<file path="config.mk">
export PLATFORM = sky130hd
export DESIGN_NAME = rops_ctrl
export DESIGN_NICKNAME = d
export VERILOG_FILES = /design/src/rops_sync.v /design/src/rops_ctrl.v
export VERILOG_INCLUDE_DIRS = /design/src /design/src/src
export SDC_FILE = /design/constraint.sdc
export NUM_CORES = 1
export LEC_CHECK = 0
export ABC_CLOCK_PERIOD_IN_PS = 1800
export BUFFER_PORTS_ARGS = -buffer_cell sky130_fd_sc_hd__buf_2
export CORE_MARGIN = 4
export CORE_UTILIZATION = 48
export DETAILED_ROUTE_END_ITERATION = 16
export PLACE_DENSITY = 0.77
export SLEW_MARGIN = 30
export SYNTH_ARGS = -nofsm -noshare
export SYNTH_HDL_FRONTEND = slang
export SYNTH_SLANG_ARGS = --single-unit
</file>
<file path="constraint.sdc">
create_clock -name clk -period 1.8 [get_ports clk]
set_input_delay 0.27 -clock clk [delete_from_list [all_inputs] [get_ports clk]]
set_output_delay 0.27 -clock clk [all_outputs]
set_load 0.005 [all_outputs]
</file>
<file path="src/rops_defines.vh">
`ifndef ROPS_DEFINES_VH
`define ROPS_DEFINES_VH

// Per-pin behaviour codes for a special operating condition.
`define ROPS_PM_WIDTH 3
`define ROPS_PM_ACTIVE 3'h0
`define ROPS_PM_HIGH 3'h1
`define ROPS_PM_LOW 3'h2
`define ROPS_PM_FLOAT 3'h3
`define ROPS_PM_RETAIN 3'h4
`define ROPS_PM_WEAK_HIGH 3'h5

// Clock output period in processor clocks (clock output toggles every clock).
`define ROPS_CLK_PER_SYSTEM_CLOCK_OUT 2
// Reset output stays high this many clock output periods after the input is released.
`define ROPS_RST_RELEASE_CLKOUTS 2
// Mode strap is checked again this many clock output periods after the release.
`define ROPS_STRAP_LATE_CLKOUTS 4
`define ROPS_RST_RELEASE_CYCLES (`ROPS_RST_RELEASE_CLKOUTS * `ROPS_CLK_PER_SYSTEM_CLOCK_OUT)
`define ROPS_STRAP_LATE_CYCLES (`ROPS_STRAP_LATE_CLKOUTS * `ROPS_CLK_PER_SYSTEM_CLOCK_OUT)
`define ROPS_CNT_WIDTH 4

// Reset values.
`define ROPS_RESET_OUT_INIT 1'h1
`define ROPS_ENHANCED_INIT 1'h0

`endif

</file>
<file path="src/rops_sync.v">
`default_nettype none

module rops_sync #(
  parameter WIDTH = 1,
  parameter [WIDTH-1:0] INIT = {WIDTH{1'b0}}
) (
  input wire clk,
  input wire rst,
  input wire ce,
  input wire [WIDTH-1:0] async_in,
  output reg [WIDTH-1:0] sync_out
);

  reg [WIDTH-1:0] stage1;

  // Stage one is only ever read by stage two, so metastability cannot fan out.
  always @(posedge clk) begin
    if (rst) begin
      stage1 <= INIT;
      sync_out <= INIT;
    end else if (ce) begin
      stage1 <= async_in;
      sync_out <= stage1;
    end
  end

endmodule // rops_sync

`default_nettype wire

</file>
<file path="src/rops_ctrl.v">
`include "rops_defines.vh"
`default_nettype none

module rops_ctrl #(
  parameter NUM_PINS = 4,
  parameter [`ROPS_PM_WIDTH*NUM_PINS-1:0] HOLD_MODES = {NUM_PINS{`ROPS_PM_FLOAT}},
  parameter [`ROPS_PM_WIDTH*NUM_PINS-1:0] RESET_MODES = {NUM_PINS{`ROPS_PM_HIGH}},
  parameter [`ROPS_PM_WIDTH*NUM_PINS-1:0] IDLE_MODES = {NUM_PINS{`ROPS_PM_ACTIVE}},
  parameter [`ROPS_PM_WIDTH*NUM_PINS-1:0] PD_MODES = {NUM_PINS{`ROPS_PM_RETAIN}}
) (
  input wire clk,
  input wire rst,
  input wire ce,
  input wire external_reset_in_n,
  input wire hold_ack,
  input wire idle_active,
  input wire powerdown_active,
  input wire upper_memory_select_in,
  input wire lower_memory_select_in,
  input wire mode_strap_in,
  input wire crystal_drive_in,
  input wire [7:0] core_ad_out,
  input wire core_ad_oe,
  input wire [7:0] muxed_addr_data_low_in,
  input wire [NUM_PINS-1:0] core_pin_out,
  input wire [NUM_PINS-1:0] core_pin_oe,
  output reg system_reset_out,
  output reg system_reset_oe,
  output reg system_clock_out,
  output reg system_clock_oe,
  output reg crystal_drive_out,
  output reg [7:0] muxed_addr_data_low_out,
  output reg muxed_addr_data_low_oe,
  output reg [7:0] ad_in_sampled,
  output reg [NUM_PINS-1:0] pin_out,
  output reg [NUM_PINS-1:0] pin_oe,
  output reg [NUM_PINS-1:0] pin_weak_high,
  output reg reset_input_low,
  output reg pin_float_test_mode,
  output reg enhanced_mode
);

  // Returns {weak_high, oe, out} for one pin under one behaviour code.
  function [2:0] rops_apply;
    input [`ROPS_PM_WIDTH-1:0] code;
    input act_out;
    input act_oe;
    input cur_out;
    input cur_oe;
    begin
      case (code)
        `ROPS_PM_ACTIVE: rops_apply = {1'b0, act_oe, act_out};
        `ROPS_PM_HIGH: rops_apply = 3'h3;
        `ROPS_PM_LOW: rops_apply = 3'h2;
        `ROPS_PM_FLOAT: rops_apply = 3'h0;
        `ROPS_PM_RETAIN: rops_apply = {1'b0, cur_oe, cur_out};
        `ROPS_PM_WEAK_HIGH: rops_apply = 3'h5;
        default: rops_apply = 3'h0;
      endcase
    end
  endfunction

  // The counts are reckoned at full integer width and cut to the counter width on purpose.
  localparam integer RELEASE_CYCLES_FULL = `ROPS_RST_RELEASE_CYCLES;
  localparam integer STRAP_CYCLES_FULL = `ROPS_STRAP_LATE_CYCLES;
  localparam [`ROPS_CNT_WIDTH-1:0] RELEASE_CYCLES = RELEASE_CYCLES_FULL[`ROPS_CNT_WIDTH-1:0];
  localparam [`ROPS_CNT_WIDTH-1:0] STRAP_CYCLES = STRAP_CYCLES_FULL[`ROPS_CNT_WIDTH-1:0];

  localparam [1:0] ST_IN_RESET = 2'h0;
  localparam [1:0] ST_RELEASE = 2'h1;
  localparam [1:0] ST_STRAP_WAIT = 2'h2;
  localparam [1:0] ST_RUN = 2'h3;

  wire reset_in_sync;
  reg reset_in_last;
  reg [1:0] state;
  reg [`ROPS_CNT_WIDTH-1:0] count;
  reg strap_early;
  wire release_edge;

  // The synchronizer starts in the reset level so nothing runs before the input is seen high.
  rops_sync #(.WIDTH(1), .INIT(1'b0)) u_reset_sync (
    .clk(clk),
    .rst(rst),
    .ce(ce),
    .async_in(external_reset_in_n),
    .sync_out(reset_in_sync)
  );

  assign release_edge = reset_in_sync & ~reset_in_last;

  // Reset sequencing, strap capture and mode flags.
  always @(posedge clk) begin
    if (rst) begin
      reset_in_last <= 1'b0;
      state <= ST_IN_RESET;
      count <= {`ROPS_CNT_WIDTH{1'b0}};
      strap_early <= 1'b0;
      system_reset_out <= `ROPS_RESET_OUT_INIT;
      reset_input_low <= 1'b1;
      pin_float_test_mode <= 1'b0;
      enhanced_mode <= `ROPS_ENHANCED_INIT;
    end else if (ce) begin
      reset_in_last <= reset_in_sync;
      reset_input_low <= ~reset_in_sync;
      if (!reset_in_sync) begin
        // Any new reset ends the test mode; strap_early and enhanced_mode keep their values.
        state <= ST_IN_RESET;
        count <= {`ROPS_CNT_WIDTH{1'b0}};
        system_reset_out <= 1'b1;
        pin_float_test_mode <= 1'b0;
      end else begin
        case (state)
          ST_IN_RESET: begin
            if (release_edge) begin
              strap_early <= mode_strap_in;
              pin_float_test_mode <= ~upper_memory_select_in & ~lower_memory_select_in;
              count <= {{(`ROPS_CNT_WIDTH-1){1'b0}}, 1'b1};
              state <= ST_RELEASE;
            end
          end
          ST_RELEASE: begin
            count <= count + {{(`ROPS_CNT_WIDTH-1){1'b0}}, 1'b1};
            if (count == RELEASE_CYCLES) begin
              system_reset_out <= 1'b0;
              state <= ST_STRAP_WAIT;
            end
          end
          ST_STRAP_WAIT: begin
            count <= count + {{(`ROPS_CNT_WIDTH-1){1'b0}}, 1'b1};
            if (count == STRAP_CYCLES) begin
              enhanced_mode <= strap_early & ~mode_strap_in;
              state <= ST_RUN;
            end
          end
          ST_RUN: begin
            state <= ST_RUN;
          end
          default: begin
            state <= ST_IN_RESET;
          end
        endcase
      end
    end
  end

  // Pin state selection. Test mode outranks reset, reset outranks hold, then powerdown, then idle.
  reg [2:0] pin_sel;
  reg [`ROPS_PM_WIDTH-1:0] pin_code;
  reg [NUM_PINS-1:0] next_pin_out;
  reg [NUM_PINS-1:0] next_pin_oe;
  reg [NUM_PINS-1:0] next_pin_weak;
  integer i;

  always @* begin
    pin_sel = 3'h0;
    pin_code = `ROPS_PM_ACTIVE;
    next_pin_out = {NUM_PINS{1'b0}};
    next_pin_oe = {NUM_PINS{1'b0}};
    next_pin_weak = {NUM_PINS{1'b0}};
    for (i = 0; i < NUM_PINS; i = i + 1) begin
      if (pin_float_test_mode) begin
        pin_code = `ROPS_PM_FLOAT;
      end else if (system_reset_out) begin
        pin_code = RESET_MODES[i*`ROPS_PM_WIDTH +: `ROPS_PM_WIDTH];
      end else if (hold_ack) begin
        pin_code = HOLD_MODES[i*`ROPS_PM_WIDTH +: `ROPS_PM_WIDTH];
      end else if (powerdown_active) begin
        pin_code = PD_MODES[i*`ROPS_PM_WIDTH +: `ROPS_PM_WIDTH];
      end else if (idle_active) begin
        pin_code = IDLE_MODES[i*`ROPS_PM_WIDTH +: `ROPS_PM_WIDTH];
      end else begin
        pin_code = `ROPS_PM_ACTIVE;
      end
      pin_sel = rops_apply(pin_code, core_pin_out[i], core_pin_oe[i], pin_out[i], pin_oe[i]);
      next_pin_out[i] = pin_sel[0];
      next_pin_oe[i] = pin_sel[1];
      next_pin_weak[i] = pin_sel[2];
    end
  end

  always @(posedge clk) begin
    if (rst) begin
      pin_out <= {NUM_PINS{1'b0}};
      pin_oe <= {NUM_PINS{1'b0}};
      pin_weak_high <= {NUM_PINS{1'b0}};
      system_reset_oe <= 1'b1;
      system_clock_out <= 1'b0;
      system_clock_oe <= 1'b1;
      crystal_drive_out <= 1'b0;
      muxed_addr_data_low_out <= 8'h00;
      muxed_addr_data_low_oe <= 1'b0;
      ad_in_sampled <= 8'h00;
    end else if (ce) begin
      pin_out <= next_pin_out;
      pin_oe <= next_pin_oe;
      pin_weak_high <= next_pin_weak;
      // The reset output is never floated in hold or reset; only test mode releases it.
      system_reset_oe <= ~pin_float_test_mode;
      // The clock output keeps running through reset and hold.
      system_clock_out <= ~system_clock_out;
      system_clock_oe <= ~pin_float_test_mode;
      // The crystal drive keeps working even in test mode, so the oscillator never stalls.
      crystal_drive_out <= crystal_drive_in;
      muxed_addr_data_low_out <= core_ad_out;
      muxed_addr_data_low_oe <= core_ad_oe & ~hold_ack & ~reset_input_low & ~system_reset_out
                                & ~pin_float_test_mode;
      // Sampled muxed_addr_data_low_in per clock with no synchronizer; the driver must meet setup to the clock output.
      ad_in_sampled <= muxed_addr_data_low_in;
    end
  end

endmodule // rops_ctrl

`default_nettype wire

</file>
==> impl_summary.log <==
INFO  metric p_per_area = 811 nW/µm²
INFO  metric cts-buffers-inserted = 5
INFO  metric transition_time_of_the_tightest_slew_check_pin = 0.613 ns
INFO  metric critical_path_required = 2.02 ns
INFO  metric finalWeightedCongestion = just over 0.8
INFO  metric clkTransAtPathRegs = 0.07 ns
INFO  metric place.port_buffers = a little over 70
INFO  metric io-pin-count = 73
INFO  metric setup.worst_path.end_class = flip-flop
INFO  metric hpwl = about 2.7 mm
INFO  metric max_cap_violations = 0
INFO  metric startpoint_type = flip-flop
INFO  metric synth.yosys.seq_area_share = between 40 and 50%
INFO  metric clock_insertion_delay_worst_skew = about 0.29 ns
INFO  metric ys.flop_type = sky130_fd_sc_hd__dfxtp_1
INFO  metric grt_start_max_net_pins = 37
INFO  metric mappedNetlistNets = 238
INFO  metric power_switching_share = around 23%
INFO  metric yosys-top-cells-count = 43 x sky130_fd_sc_hd__dfxtp_1, 34 x sky130_fd_sc_hd__nor2_1, 22 x sky130_fd_sc_hd__mux2i_1
INFO  metric timing.hold.ws = 0.210 ns
INFO  metric diodes_inserted = 0
INFO  metric timing_max_transition_violations_final = 0
INFO  metric drt-initial-drc-count = 46
INFO  metric start_util = 50.0%
INFO  metric drc_violations = 0
INFO  metric row_count = 22
INFO  metric grt.met1_usage = 21.0%
INFO  metric cts_hold_buf = 0
INFO  metric p_leak = 0.00113 µW
INFO  metric critical_path.max_fanout = 8
INFO  metric met3_demand_to_capacity_share_in_global_routing = slightly below 7%
INFO  metric power_frac_clock = 34.8%
INFO  metric finalCritPeriodShare = approximately 97%
INFO  metric worst-endpoint-arrival = 1.96 ns
INFO  metric combPwrFrac = about a tenth
INFO  metric grt_util_all_layers = 16.4%
INFO  metric first_global_vias = ~1500
INFO  metric post_synth_inst_count = 195
INFO  metric crit_type = flip-flop to flip-flop
INFO  metric first_pass_iters = 4
INFO  metric synth_edf_count = 0
INFO  metric post_synth_num_cell_types = 33
INFO  metric netlist_area = 1830 µm²
INFO  metric postLayoutCellArea = 2300 µm²
INFO  metric total_number_of_h_tree_levels = 2
INFO  metric synth_area_leaders = sky130_fd_sc_hd__dfxtp_1 47%, sky130_fd_sc_hd__mux2i_1 12%, sky130_fd_sc_hd__nor2_1 7.0%
INFO  metric count_of_nets_left_with_antenna_violations_after_detail_routing = 0
INFO  metric post_route_cells_drive_above_1_share = 33.0%
INFO  metric area_leader_netlist = sky130_fd_sc_hd__dfxtp_1
INFO  metric vias = 1578
INFO  metric synth_top_area_share = between 40% and 50%
INFO  metric timing.final.setup_violations = 0
INFO  metric grtUsageMet2 = roughly 24%
INFO  metric area_growth = 25.7%
INFO  metric grt_pass1_wl = 6.59 mm
INFO  metric synth.avg_cell_area = 9.39 µm²
INFO  metric die_y = 69.8 µm
INFO  metric overflow = 0
INFO  metric antenna_found_initial = 0
INFO  metric internal_power = 1440 µW
INFO  metric p_sw = 422 µW
INFO  metric total_die_area = 4870 µm²
INFO  metric cts_tree = yes
INFO  metric grt.busiest_layer = met2
INFO  metric postPlaceCellArea = 2180 µm²
INFO  metric hold_violations = 0
INFO  metric vdd_drop_max = 0.517 mV
INFO  metric seqPwrFrac = 54.5%
INFO  metric skew = 0.00539 ns
INFO  metric final_tns_setup = 0 ns
INFO  metric core = 3660 µm²
INFO  metric post-route-util = 62.9%
INFO  metric max-slew-margin-rel = 59.1%
INFO  metric result_of_the_run = finished clean
INFO  metric synth-warning-count = 0
INFO  metric min_path_type = input pin to flip-flop
INFO  metric via_per_inst = 5.06
INFO  metric detail_route.wirelength = about 3.8 mm
INFO  metric yosys.cell_count.top_type = sky130_fd_sc_hd__dfxtp_1
INFO  metric yosys_register_bits = 43
INFO  metric timing.final.crit_period = 1.74 ns
INFO  metric cts_root_buf = sky130_fd_sc_hd__clkbuf_8
INFO  metric max_freq = 573 MHz
INFO  metric route.detailed.wl_per_inst = 12.2 µm
INFO  metric finalNetCount = 306
INFO  metric async_reset_ff_share = 0%
INFO  metric clock_tree.buffer_depth = 2
INFO  metric clock_sinks = 43
INFO  metric die_w = ~70 µm
INFO  metric fillers = 327
[metal layers]
layer	routed length (µm)	vias up
met5	0	-
met3	437	9
met2	1580	80
met4	66	0
li1	-	801
met1	1730	688
[registers in the layout (all words and copies together) (netlist names), 2 cells and up]
register / flops
muxed_addr_data_low_out: 8
ad_in_sampled: 8
count: 4
pin_oe: 4
state: 2
pin_out: 4
[final timing paths]
path | startpoint | endpoint | slack, ns | depth (start not counted)
worst max-delay path | state[1] | count[1] | 0.06 | 7
worst min-delay path | core_ad_out[4] | muxed_addr_data_low_out[4] | 0.21 | 3
worst max register to register | state[1] | count[1] | 0.06 | 7
worst min register to register | enhanced_mode | enhanced_mode | 0.45 | 2
[power by group through the flow]
stage	registers, µW	logic, µW	clock network [µW]
2_1_floorplan	1040	105	0
3_3_place_gp	1040	195	0
3_5_place_dp	1040	199	0
4_1_cts	1020	200	666
5_1_grt	1020	228	709
6_report	1020	200	650
[repair_timing]
action,4_1_cts,5_1_grt
endpoints found under the setup margin,0,2
resized for setup,0,1
buffers inserted,0,2
hold endpoints to repair,0,0
[worst max-delay path: stages (launching register included)]
cell and delay (ns):
sky130_fd_sc_hd__dfxtp_1 0.38, sky130_fd_sc_hd__inv_1 0.10, sky130_fd_sc_hd__ha_1 0.24, sky130_fd_sc_hd__a21oi_2 0.18, sky130_fd_sc_hd__o21ai_2 0.13, sky130_fd_sc_hd__buf_4 0.16
sky130_fd_sc_hd__or3_1 0.34, sky130_fd_sc_hd__a21oi_1 0.14
[stage by stage]
step | total power (µW) | instances | setup slack, ns
3_5_place_dp | 1240 | 302 | 0.0995
3_3_place_gp | 1230 | 302 | 0.145
6_report | 1870 | 312 | 0.0553
5_1_grt | 1960 | 312 | -0.0397
4_1_cts | 1880 | 310 | 0.0814
2_1_floorplan | 1140 | 195 | 0.217
[cell families after synthesis]
logic type,synth area share [%]
adder cells (fa/ha/maj),4.78
multiplexers,12.0
AO/OA/AOI/OAI,13.5
XOR/XNOR,0.479
buffers and inverters,6.15
flip-flops,47.0
AND/OR/NAND/NOR,16.1
[final cells by class]
cell class	instances	area [µm²]	share of cell area [%]
flip-flops and latches	43	861	37.4
inverters	9	33.8	1.47
clock buffers	8	100	4.35
multi-input cells	129	861	37.4
repair buffers	75	385	16.7
well taps	48	60.1	2.61
[placed cells by master (no fill, tap or decap), types with 2 or more instances in the layout]
| cell | netlist | final |
|---|---|---|
| sky130_fd_sc_hd__a211o_1 | 2 | 2 |
| sky130_fd_sc_hd__a21o_1 | 9 | 9 |
| sky130_fd_sc_hd__a21oi_1 | 9 | 8 |
| sky130_fd_sc_hd__a22oi_1 | 8 | 8 |
| sky130_fd_sc_hd__buf_2 | 3 | 71 |
| sky130_fd_sc_hd__buf_4 | 4 | 4 |
| sky130_fd_sc_hd__clkbuf_8 | 0 | 7 |
| sky130_fd_sc_hd__dfxtp_1 | 43 | 43 |
| sky130_fd_sc_hd__ha_1 | 7 | 7 |
| sky130_fd_sc_hd__inv_1 | 8 | 8 |
| sky130_fd_sc_hd__mux2i_1 | 22 | 22 |
| sky130_fd_sc_hd__nand2_1 | 9 | 9 |
| sky130_fd_sc_hd__nand3_1 | 2 | 2 |
| sky130_fd_sc_hd__nand4_1 | 3 | 3 |
| sky130_fd_sc_hd__nor2_1 | 34 | 34 |
| sky130_fd_sc_hd__nor3_1 | 2 | 2 |
| sky130_fd_sc_hd__o21ai_0 | 4 | 4 |
| sky130_fd_sc_hd__or3_1 | 3 | 3 |
| sky130_fd_sc_hd__or4_1 | 3 | 3 |
Note: power is estimated with default switching activity, not from simulation.
